$ cat src/hdl/bmo_consts.vh
/*
  Constants for the output-advance and bit-error test block: register
  offsets, field positions, reset values and timing counts.
  Assumes a 250 MHz core clock and a 16-bit register port.
*/
// Behaviour
// - two-bit code advances each local output
// - advance fixed in ns, so scales with rate
// - local select bits 11..8 name stream
// - local select bits 7..0 name channel
// - local error count sixteen bits, saturating
// - backplane select at 0x29, stream 12..8
// - backplane select bits 7..0 name channel
// - backplane error count read-only, saturating
// - two-bit code advances each backplane output
`ifndef BMO_CONSTS_VH
`define BMO_CONSTS_VH

// register offsets
`define BMO_OFS_BP_ADV0      8'h1c
`define BMO_OFS_BP_ADV1      8'h1d
`define BMO_OFS_BP_ADV2      8'h1e
`define BMO_OFS_BP_ADV3      8'h1f
`define BMO_OFS_LOC_ADV_LO   8'h20
`define BMO_OFS_LOC_ADV_HI   8'h21
`define BMO_OFS_LOC_SEL      8'h26
`define BMO_OFS_LOC_ERR      8'h27
`define BMO_OFS_BP_SEL       8'h29
`define BMO_OFS_BP_ERR       8'h2a

// storage slots of the writable registers
`define BMO_SLOT_LOC_ADV_LO  3'h0
`define BMO_SLOT_LOC_ADV_HI  3'h1
`define BMO_SLOT_BP_ADV0     3'h2
`define BMO_SLOT_LOC_SEL     3'h6
`define BMO_SLOT_BP_SEL      3'h7

// select register fields
`define BMO_LOC_STREAM_MSB   11
`define BMO_LOC_STREAM_LSB   8
`define BMO_BP_STREAM_MSB    12
`define BMO_BP_STREAM_LSB    8
`define BMO_CHAN_MSB         7
`define BMO_CHAN_LSB         0
`define BMO_LOC_SEL_MASK     16'h0fff
`define BMO_BP_SEL_MASK      16'h1fff

// reset values
`define BMO_RESET_WORD       16'h0000
`define BMO_ERR_MAX          16'hffff

// timing
`define BMO_CLK_PERIOD_PS    4000
`define BMO_ADV_STEP_PS      7500
`define BMO_ADV_STEP_CYC     ((`BMO_ADV_STEP_PS + `BMO_CLK_PERIOD_PS / 2) / `BMO_CLK_PERIOD_PS)
`define BMO_ADV_LEAD_CYC     (3 * `BMO_ADV_STEP_CYC)

`endif

$ cat src/hdl/bmo_regmem.v
/*
  Small register store for the writable words of the block, with a
  synchronous reset and a registered read port.
  Assumes one write and one read per cycle, both on the core clock.
*/
`include "bmo_consts.vh"

module bmo_regmem (
  // clock and reset
  input  wire        clock_i,
  input  wire        reset_n_i,
  // write port
  input  wire        wr_i,
  input  wire [2:0]  wr_slot_i,
  input  wire [15:0] wr_data_i,
  // read port
  input  wire [2:0]  rd_slot_i,
  output reg  [15:0] rd_data_o
);

  reg [15:0] mem [0:7];
  integer    k;

  always @(posedge clock_i) begin
    if (!reset_n_i) begin
      for (k = 0; k < 8; k = k + 1) begin
        mem[k] <= `BMO_RESET_WORD;
      end
      rd_data_o <= `BMO_RESET_WORD;
    end else begin
      if (wr_i) begin
        mem[wr_slot_i] <= wr_data_i;
      end
      rd_data_o <= mem[rd_slot_i];
    end
  end

endmodule // bmo_regmem

$ cat src/hdl/bmo_top.v
/*
  Per-stream output advancement for 16 local and 32 backplane output
  streams, and the bit-error test path that counts pattern errors on one
  selected local and one selected backplane channel.
  Assumes the frame timing, bit strobes, channel counters and expected
  pattern bits come from logic on the same clock; serial input data come
  from pins and are synchronised here.
*/
// The plain strobed port was decided locally.
`include "bmo_consts.vh"

module bmo_top (
  // clock and reset
  input  wire        CLOCK_I,
  input  wire        RESET_N_I,
  // register port
  input  wire [7:0]  REG_ADDR_I,
  input  wire [15:0] REG_WDATA_I,
  input  wire        REG_WR_I,
  input  wire        REG_RD_I,
  output reg  [15:0] REG_RDATA_O,
  // frame timing
  input  wire        FRAME_EARLY_I,
  output reg  [15:0] LOCAL_FRAME_O,
  output reg  [31:0] BP_FRAME_O,
  // local test path
  input  wire [15:0] LOCAL_RX_I,
  input  wire        LOCAL_BIT_STB_I,
  input  wire [7:0]  LOCAL_CHAN_I,
  input  wire        LOCAL_EXP_BIT_I,
  // backplane test path
  input  wire [31:0] BP_RX_I,
  input  wire        BP_BIT_STB_I,
  input  wire [7:0]  BP_CHAN_I,
  input  wire        BP_EXP_BIT_I
);

  // a 7.5 ns step rounds to two 4 ns cycles; the output marker trails
  // the chosen tap by one more cycle for its own register
  localparam LEAD = `BMO_ADV_LEAD_CYC;
  localparam STEP = `BMO_ADV_STEP_CYC;

  // register decode
  localparam RSEL_NONE = 2'h0;
  localparam RSEL_MEM  = 2'h1;
  localparam RSEL_LERR = 2'h2;
  localparam RSEL_BERR = 2'h3;

  // saturating increment, shared by both counters
  function [15:0] sat_inc;
    input [15:0] value;
    input        hit;
    begin
      if (hit && value != `BMO_ERR_MAX) begin
        sat_inc = value + 16'h0001;
      end else begin
        sat_inc = value;
      end
    end
  endfunction

  // maps a register offset to its storage slot; bit 3 marks a hit
  function [3:0] slot_of;
    input [7:0] addr;
    begin
      case (addr)
        `BMO_OFS_LOC_ADV_LO: slot_of = {1'b1, `BMO_SLOT_LOC_ADV_LO};
        `BMO_OFS_LOC_ADV_HI: slot_of = {1'b1, `BMO_SLOT_LOC_ADV_HI};
        `BMO_OFS_BP_ADV0:    slot_of = {1'b1, `BMO_SLOT_BP_ADV0};
        `BMO_OFS_BP_ADV1:    slot_of = {1'b1, `BMO_SLOT_BP_ADV0 + 3'h1};
        `BMO_OFS_BP_ADV2:    slot_of = {1'b1, `BMO_SLOT_BP_ADV0 + 3'h2};
        `BMO_OFS_BP_ADV3:    slot_of = {1'b1, `BMO_SLOT_BP_ADV0 + 3'h3};
        `BMO_OFS_LOC_SEL:    slot_of = {1'b1, `BMO_SLOT_LOC_SEL};
        `BMO_OFS_BP_SEL:     slot_of = {1'b1, `BMO_SLOT_BP_SEL};
        default:             slot_of = 4'h0;
      endcase
    end
  endfunction

  // pipeline tap that gives the advance wanted by a two-bit code
  function [2:0] adv_tap;
    input [1:0] code;
    begin
      adv_tap = LEAD[2:0] - (code * STEP[2:0]);
    end
  endfunction

  // one strobed bit on the chosen channel that disagrees with the pattern
  function err_hit_of;
    input       stb;
    input [7:0] chan;
    input [7:0] chan_sel;
    input       rx_bit;
    input       exp_bit;
    begin
      err_hit_of = stb && (chan == chan_sel) && (rx_bit != exp_bit);
    end
  endfunction

  // working copies of the writable registers
  reg  [31:0]  loc_adv;
  reg  [63:0]  bp_adv;
  reg  [15:0]  loc_sel;
  reg  [15:0]  bp_sel;

  // error counters
  reg  [15:0]  local_err_count;
  reg  [15:0]  bp_err_count;

  // read path
  reg  [1:0]   rd_kind;
  reg  [1:0]   next_rd_kind;
  wire [15:0]  mem_rd_data;

  // write decode
  wire [3:0]   wr_hit;
  wire [3:0]   rd_hit;
  wire         wr_mem;
  reg  [15:0]  wr_word;

  // frame advance pipeline
  reg  [LEAD:0] frame_pipe;

  // pin synchronisers
  reg  [15:0]  loc_rx_meta;
  reg  [15:0]  loc_rx_sync;
  reg  [31:0]  bp_rx_meta;
  reg  [31:0]  bp_rx_sync;

  // timing delayed by two cycles to meet the synchronised data
  reg  [1:0]   loc_stb_d;
  reg  [1:0]   loc_exp_d;
  reg  [15:0]  loc_chan_d;
  reg  [1:0]   bp_stb_d;
  reg  [1:0]   bp_exp_d;
  reg  [15:0]  bp_chan_d;

  // test-channel decisions
  wire [3:0]   local_test_stream_sel;
  wire [7:0]   local_test_channel_sel;
  wire [4:0]   bp_test_stream_sel;
  wire [7:0]   bp_test_channel_sel;
  wire         loc_err_hit;
  wire         bp_err_hit;
  wire         loc_clear;
  wire         bp_clear;

  integer      s;

  assign wr_hit = slot_of(REG_ADDR_I);
  assign rd_hit = wr_hit;
  assign wr_mem = REG_WR_I && wr_hit[3];

  // reserved select bits are stored and read back as zero
  always @* begin
    case (wr_hit[2:0])
      `BMO_SLOT_LOC_SEL: wr_word = REG_WDATA_I & `BMO_LOC_SEL_MASK;
      `BMO_SLOT_BP_SEL:  wr_word = REG_WDATA_I & `BMO_BP_SEL_MASK;
      default:           wr_word = REG_WDATA_I;
    endcase
  end

  // the store only answers reads; the datapath uses the working copies
  // below so that a read never competes with the frame logic
  bmo_regmem u_regmem (
    .clock_i   (CLOCK_I),
    .reset_n_i (RESET_N_I),
    .wr_i      (wr_mem),
    .wr_slot_i (wr_hit[2:0]),
    .wr_data_i (wr_word),
    .rd_slot_i (rd_hit[2:0]),
    .rd_data_o (mem_rd_data)
  );

  // working copies follow every write to the store
  always @(posedge CLOCK_I) begin
    if (!RESET_N_I) begin
      loc_adv <= {2{`BMO_RESET_WORD}};
      bp_adv  <= {4{`BMO_RESET_WORD}};
      loc_sel <= `BMO_RESET_WORD;
      bp_sel  <= `BMO_RESET_WORD;
    end else if (wr_mem) begin
      case (wr_hit[2:0])
        `BMO_SLOT_LOC_ADV_LO: loc_adv[15:0]  <= wr_word;
        `BMO_SLOT_LOC_ADV_HI: loc_adv[31:16] <= wr_word;
        3'h2:                 bp_adv[15:0]   <= wr_word;
        3'h3:                 bp_adv[31:16]  <= wr_word;
        3'h4:                 bp_adv[47:32]  <= wr_word;
        3'h5:                 bp_adv[63:48]  <= wr_word;
        `BMO_SLOT_LOC_SEL:    loc_sel        <= wr_word;
        `BMO_SLOT_BP_SEL:     bp_sel         <= wr_word;
        default:              loc_sel        <= loc_sel;
      endcase
    end
  end

  // read kind is chosen at the strobe, data appear the next cycle
  always @* begin
    if (!REG_RD_I) begin
      next_rd_kind = RSEL_NONE;
    end else if (REG_ADDR_I == `BMO_OFS_LOC_ERR) begin
      next_rd_kind = RSEL_LERR;
    end else if (REG_ADDR_I == `BMO_OFS_BP_ERR) begin
      next_rd_kind = RSEL_BERR;
    end else if (rd_hit[3]) begin
      next_rd_kind = RSEL_MEM;
    end else begin
      next_rd_kind = RSEL_NONE;
    end
  end

  always @(posedge CLOCK_I) begin
    if (!RESET_N_I) begin
      rd_kind <= RSEL_NONE;
    end else begin
      rd_kind <= next_rd_kind;
    end
  end

  // counters are sampled at the strobe so the answer shows that cycle's value
  reg [15:0] cnt_snap;
  always @(posedge CLOCK_I) begin
    if (!RESET_N_I) begin
      cnt_snap <= `BMO_RESET_WORD;
    end else if (next_rd_kind == RSEL_LERR) begin
      cnt_snap <= local_err_count;
    end else begin
      cnt_snap <= bp_err_count;
    end
  end

  // unmapped reads and idle cycles answer zero
  always @* begin
    case (rd_kind)
      RSEL_MEM:  REG_RDATA_O = mem_rd_data;
      RSEL_LERR: REG_RDATA_O = cnt_snap;
      RSEL_BERR: REG_RDATA_O = cnt_snap;
      default:   REG_RDATA_O = `BMO_RESET_WORD;
    endcase
  end

  // the early frame marker runs down a short pipe; the last tap is the
  // aligned boundary and each code step picks a tap that much earlier
  always @(posedge CLOCK_I) begin
    if (!RESET_N_I) begin
      frame_pipe <= {(LEAD + 1){1'b0}};
    end else begin
      frame_pipe <= {frame_pipe[LEAD-1:0], FRAME_EARLY_I};
    end
  end

  // advance is a fixed time, so its fraction of a bit grows with the rate
  always @(posedge CLOCK_I) begin
    if (!RESET_N_I) begin
      LOCAL_FRAME_O <= 16'h0000;
      BP_FRAME_O    <= 32'h00000000;
    end else begin
      for (s = 0; s < 16; s = s + 1) begin
        LOCAL_FRAME_O[s] <= frame_pipe[adv_tap(loc_adv[2*s +: 2])];
      end
      for (s = 0; s < 32; s = s + 1) begin
        BP_FRAME_O[s] <= frame_pipe[adv_tap(bp_adv[2*s +: 2])];
      end
    end
  end

  // serial inputs come from pins: two flops before any use; a pin need
  // only carry its bit in the strobe cycle, since strobe, channel and
  // expected bit also pass two flops before the compare
  always @(posedge CLOCK_I) begin
    if (!RESET_N_I) begin
      loc_rx_meta <= 16'h0000;
      loc_rx_sync <= 16'h0000;
      bp_rx_meta  <= 32'h00000000;
      bp_rx_sync  <= 32'h00000000;
    end else begin
      loc_rx_meta <= LOCAL_RX_I;
      loc_rx_sync <= loc_rx_meta;
      bp_rx_meta  <= BP_RX_I;
      bp_rx_sync  <= bp_rx_meta;
    end
  end

  // strobe, channel and expected bit delayed to line up with the data
  always @(posedge CLOCK_I) begin
    if (!RESET_N_I) begin
      loc_stb_d  <= 2'h0;
      loc_exp_d  <= 2'h0;
      loc_chan_d <= 16'h0000;
      bp_stb_d   <= 2'h0;
      bp_exp_d   <= 2'h0;
      bp_chan_d  <= 16'h0000;
    end else begin
      loc_stb_d  <= {loc_stb_d[0], LOCAL_BIT_STB_I};
      loc_exp_d  <= {loc_exp_d[0], LOCAL_EXP_BIT_I};
      loc_chan_d <= {loc_chan_d[7:0], LOCAL_CHAN_I};
      bp_stb_d   <= {bp_stb_d[0], BP_BIT_STB_I};
      bp_exp_d   <= {bp_exp_d[0], BP_EXP_BIT_I};
      bp_chan_d  <= {bp_chan_d[7:0], BP_CHAN_I};
    end
  end

  assign local_test_stream_sel  = loc_sel[`BMO_LOC_STREAM_MSB:`BMO_LOC_STREAM_LSB];
  assign local_test_channel_sel = loc_sel[`BMO_CHAN_MSB:`BMO_CHAN_LSB];
  assign bp_test_stream_sel     = bp_sel[`BMO_BP_STREAM_MSB:`BMO_BP_STREAM_LSB];
  assign bp_test_channel_sel    = bp_sel[`BMO_CHAN_MSB:`BMO_CHAN_LSB];

  assign loc_err_hit = err_hit_of(loc_stb_d[1], loc_chan_d[15:8], local_test_channel_sel,
                                  loc_rx_sync[local_test_stream_sel], loc_exp_d[1]);
  assign bp_err_hit  = err_hit_of(bp_stb_d[1], bp_chan_d[15:8], bp_test_channel_sel,
                                  bp_rx_sync[bp_test_stream_sel], bp_exp_d[1]);

  // a new selection restarts the count of its side; software that wants
  // a running total must read the count before it moves the selection
  assign loc_clear = wr_mem && (wr_hit[2:0] == `BMO_SLOT_LOC_SEL);
  assign bp_clear  = wr_mem && (wr_hit[2:0] == `BMO_SLOT_BP_SEL);

  // an error in the clearing cycle is kept, so the set wins over the clear
  always @(posedge CLOCK_I) begin
    if (!RESET_N_I) begin
      local_err_count <= `BMO_RESET_WORD;
      bp_err_count    <= `BMO_RESET_WORD;
    end else begin
      if (loc_clear) begin
        local_err_count <= {15'h0000, loc_err_hit};
      end else begin
        local_err_count <= sat_inc(local_err_count, loc_err_hit);
      end
      if (bp_clear) begin
        bp_err_count <= {15'h0000, bp_err_hit};
      end else begin
        bp_err_count <= sat_inc(bp_err_count, bp_err_hit);
      end
    end
  end

endmodule // bmo_top

$ cat config.mk
export PLATFORM = sky130hd
export DESIGN_NAME = bmo_top
export DESIGN_NICKNAME = d
export VERILOG_FILES = /design/src/hdl/bmo_regmem.v /design/src/hdl/bmo_top.v
export VERILOG_INCLUDE_DIRS = /design/src /design/src/hdl
export SDC_FILE = /design/constraint.sdc
export NUM_CORES = 1
export LEC_CHECK = 0
export ABC_AREA = 1
export BUFFER_PORTS_ARGS = -buffer_cell sky130_fd_sc_hd__buf_2
export CORE_UTILIZATION = 45
export DETAILED_ROUTE_END_ITERATION = 16
export GPL_TIMING_DRIVEN = 0
export PLACE_DENSITY = 0.62
export SYNTH_ARGS = -nofsm -noshare
export SYNTH_HDL_FRONTEND = slang
export SYNTH_SLANG_ARGS = --single-unit
$ cat constraint.sdc
create_clock -name CLOCK_I -period 3.4 [get_ports CLOCK_I]
set_clock_uncertainty 0.05 [all_clocks]
set_input_delay 0.34 -clock CLOCK_I [delete_from_list [all_inputs] [get_ports CLOCK_I]]
set_output_delay 0.34 -clock CLOCK_I [all_outputs]
set_load 0.02 [all_outputs]
Yosys cells after proc, flatten, opt, wreduce, memory -nomap -nowiden
Memories as Yosys holds them, arrays and structs flattened. A register that Yosys moved wholly into a read port is not among the register bits.
Index checks and enable logic that the tools add are counted.

storage, ports and cells
  flip-flop bits (word level) = 362
  bits in writable memories = 128
  bits of input ports = 97
  output and inout bits = 64
  logic and storage cells = 300
  memories = 1

memory list
  memory        depth  bits a word  read ports  clocked after memory_dff  write ports  line             text
  u_regmem.mem  8      16           1           1                         8            bmo_regmem.v:21  reg [15:0] mem [0:7];

cells by class
  add/subtract/negate cells = 50
  order comparisons = 50
  equal/unequal tests = 27
  multiplexer cells = 119
  bitwise operators = 1
  reductions and logical operators = 25

operator list
  cell                                                        number
  less-than comparator 3 x 4 -> 1 bit, second input constant  48
  binary-select mux 1 bit (select 3 bit)                      48
  subtractor 3 bit, first input constant                      48
  one-hot mux 16 bit (2 select lines)                         2
  2-to-1 mux 1 bit                                            60
  == test 8 x 6 -> 1 bit, second input constant               6
  adder 16 x 1 -> 16 bit, second input constant               2
  == test 8 x 5 -> 1 bit, second input constant               4
  2-to-1 mux 16 bit                                           2
  inequality test 16 bit, second input constant               2
  one-hot mux 4 bit (8 select lines)                          1
  == test 8 bit                                               2
  AND reduction 2 bit                                         8
  OR reduction 16 bit                                         1
  == test 3 bit, second input constant                        4
  logical AND 1 bit                                           9
  == test 2 bit, second input constant                        3
  == test 3 x 2 -> 1 bit, second input constant               2
  less-than comparator 5 x 6 -> 1 bit, second input constant  1
  2-to-1 mux 2 bit                                            3
  OR reduction 2 bit                                          3
  binary-select mux 1 bit (select 5 bit)                      1
  less-than comparator 4 x 5 -> 1 bit, second input constant  1
  binary-select mux 1 bit (select 4 bit)                      1
  other kinds (8)                                             10

Logic depth before layout (Yosys ltp)
  word-level depth = 8
  mapped depth = 17
  gate-level depth less buffers = 15

By module
Synthesis repeated with hierarchy kept, for this count alone.

unflattened totals
  cells, all modules = 2634
  area, all modules = 20962.6 µm²

modules (own cells, without submodules)
  module      times used  cells each  area each (µm²)  sequential area each (µm²)
  bmo_top     1           1883        14278.7          7247.0
  bmo_regmem  1           751         6683.9           4164.0

Least setup slack after synthesis
OpenSTA, ideal clock, no wires.

  kind = input -> register
  start point = input port REG_ADDR_I[7]
  end point = memory u_regmem.mem[1][0] (enable)
  library setup time = 0.372 ns
  data arrival time = 1.939 ns
  required time = 2.978 ns
  slack = 1.039 ns
  stages on the path = 12
  path buffers = 1
  cells stage by stage = nor2_2 nand3b_2 nor3_4 nor2_4 nand2_1 nor2_1 nor2_1 nand2_2 inv_4 nand2_4 buf_2 nand2_1

RTL lines
  what             line             text
  start, declared  bmo_top.v:17     input wire [7:0] REG_ADDR_I,
  end, declared    bmo_regmem.v:21

==> qor.txt <==
Clk buf depth = 3
Initial antenna violation count = 2
Rows = 75
Layout net count = 2491
Fill cell count = 3847
Fin area = 23500 µm²
PwrDens = 549 nW/µm²
Post-route DRC = 0
Ys async rst share = 0%
Root buffer cell = clkbuf_16
Vias in the first global route = 14900
Max Transition Viols Final = 0
Cell with the most instances after synthesis = nand2_1
Most instantiated cells after synthesis = nand2_1 (423), dfxtp_1 (378), inv_1 (203)
Clk pin slew, worst setup/hold paths = 0.06 ns
Setup TNS Final = 0 ns
Area leader, netlist = dfxtp_1
Worst-Margin Slew = 1.00 ns
Synth-to-Final Area Change = 20.7%
Antenna fix cells = 0
Total CTS buffers = 52
RSZ-0062 raised after global routing = false
Total GRT Usage = 26.3%
DR vias/cell = 5.27
Synth Flop Type = dfxtp_1
Die X = 210 µm
#FFs+latches synth = 506
Die Height = 210 µm
LEAKAGE = 0.0101 µW
Clk Latency, worst-skew pair = 0.60 ns
Setup Viol. Count Final = 0
Final Core Density = 55.6%
GRT overflow = 0
DP HPWL = 41.2 mm
Unique masters post-synth = 46
IO Port Bufs = 160
DRT iter0 DRCs = 1476
Total design power = 12900 µW
ANT nets after route = 0
Critical path class = in2reg
Worst path required time = 3.50 ns
Startpoint types = input port
Register area share after synthesis = 58.6%
Max Freq = 0.335 GHz
Fin. Hold Viols = 0
Postcts setup bufs = 0
First-pass GRT wire length = 87.0 mm
Min-Delay Path Class = in2reg
CTS tree = done
Share of post-route cells with drive strength above 1 = 18.2%
Largest cells by area after synthesis = dfxtp_1 (39%), edfxtp_1 (20%), nand2_1 (8.2%)
Max-Cap Viols = 0
Rel. slew slack = 33.0%
Mapped Cells = 2103
I/O pins = 161
Mean area per synthesized cell = 9.26 µm²
Worst Path Arrival = 3.08 ns
Area occupied by multi-input gates = 6640 µm²
H-Tree Level Count = 2
Post-placement cell area = 21000 µm²
Routed vias = 15900
Initial core utilization = 46.0%
Post-Route WL = 58.2 mm
Largest net degree at the start of global routing = 26
Clock Sink Count = 506
CP Capture Type = flip-flop
Internal reg-to-reg setup slack = 0.81 ns
Final min period = 2.98 ns
Placer congestion estimate = 0.995
Post-DR wirelength/cell = 19.3 µm
Status = finished clean
Worst-path maximum fanout = 16
Synth Cell Area = 19500 µm²
Sequential Area = 11400 µm²
Synth Warn # = 0
Core Region = 42300 µm²
Post-synth top area share = 38.9%
TritonRoute pass-1 iters = 6
Peak VDD IR = 419 µV
EDFF count, synth = 128
Final cycle utilization of the critical path = 87.7%
Die area = 44100 µm²
-- area by class of cell --
| type | instances | share of cell area (%) |
|---|---|---|
| buffer | 120 | 2.72 |
| clock buffer | 76 | 6.46 |
| clock inverter | 20 | 1.18 |
| inverter | 213 | 3.43 |
| multi-input combinational | 1270 | 28.3 |
| sequential | 506 | 48.5 |
| tap | 577 | 3.07 |
| timing repair buffer | 229 | 6.34 |
-- repair_timing --
item                                   4_1_cts  5_1_grt
hold buffers                                69        0
resized for setup                            0        0
endpoints found under the hold margin       69        0
-- cells by family after synthesis --
kind of cell | Yosys count | synth area share (%)
and+or+nand+nor | 778 | 17.2
DFF | 506 | 58.6
AOI/OAI and AO/OA | 450 | 15.1
buffers and inverters | 333 | 7.43
xor gates and xnor gates | 33 | 1.48
adders and majority gates | 2 | 0.128
other | 1 | 0.0193
-- power breakdown --
group	switching [µW]	total, µW	internal, µW
sequential	65.9	6410	6340
combinational	389	574	185
clock	2370	5930	3560
total	2820	12900	10100
-- worst paths after layout --
| check | startpoint | to | cells after the start |
|---|---|---|---|
| worst min register to register | bp_chan_d[3] | bp_chan_d[11] | 2 |
| worst max-delay path | RESET_N_I | u_regmem.mem[4][1] | 5 |
| worst max register to register | bp_sel[9] | bp_err_count[7] | 14 |
| worst min-delay path | REG_RD_I | rd_kind[0] | 3 |
-- sequential cells by signal (all words and copies together) (netlist names), 32 cells and up --
signal and flops:
u_regmem.mem 128, loc_adv 32, bp_adv 64, BP_FRAME_O 32
bp_rx_sync 32, bp_rx_meta 32
-- cell usage in the layout, fill, tap and decap left out, types with 4 or more instances in the layout --
master,count
nand2_1,423
dfxtp_1,378
inv_1,203
buf_2,182
nor2_1,156
a21oi_1,144
edfxtp_1,128
nand3_1,125
a31o_2,99
clkbuf_1,77
o21ai_0,77
dlygate4sd3_1,69
clkbuf_16,54
o211ai_1,53
a22oi_1,31
xor2_1,25
o22ai_1,21
buf_6,17
a211oi_1,16
nor2_2,15
nor3_1,11
nor4_1,10
nand4_1,9
buf_4,9
nand2_4,8
xnor2_1,8
clkbuf_8,8
buf_1,7
conb_1,7
inv_2,6
bufinv_16,6
clkinv_2,6
nor2_4,4
nand2_2,4
clkinvlp_4,4
-- critical path: stages --
cell	delay, ns
buf_2	0.17
buf_1	0.50
clkbuf_1	0.62
clkbuf_1	0.73
nand2_1	0.70
-- per-stage QoR --
stage | worst slack [ns] | cells | hold slack (ns)
after floorplan | 1.04 | 2109 | 0.340
after global placement | -0.192 | 2846 | 0.347
after detailed placement | -0.274 | 2846 | 0.345
after CTS | 0.351 | 3011 | 0.00872
after global routing | 0.249 | 3011 | 0.0257
final | 0.417 | 3011 | 0.0174
-- metal layers --
layer  vias to the layer above  global-route usage, %  routed length (µm)
li1                       7657                      -                   -
met1                      7450                   34.9               24600
met2                       639                   42.8               26900
met3                       115                   4.69                4660
met4                         4                   9.99                1970
met5                         -                      0                  23
(Power assumes the default switching activity.)
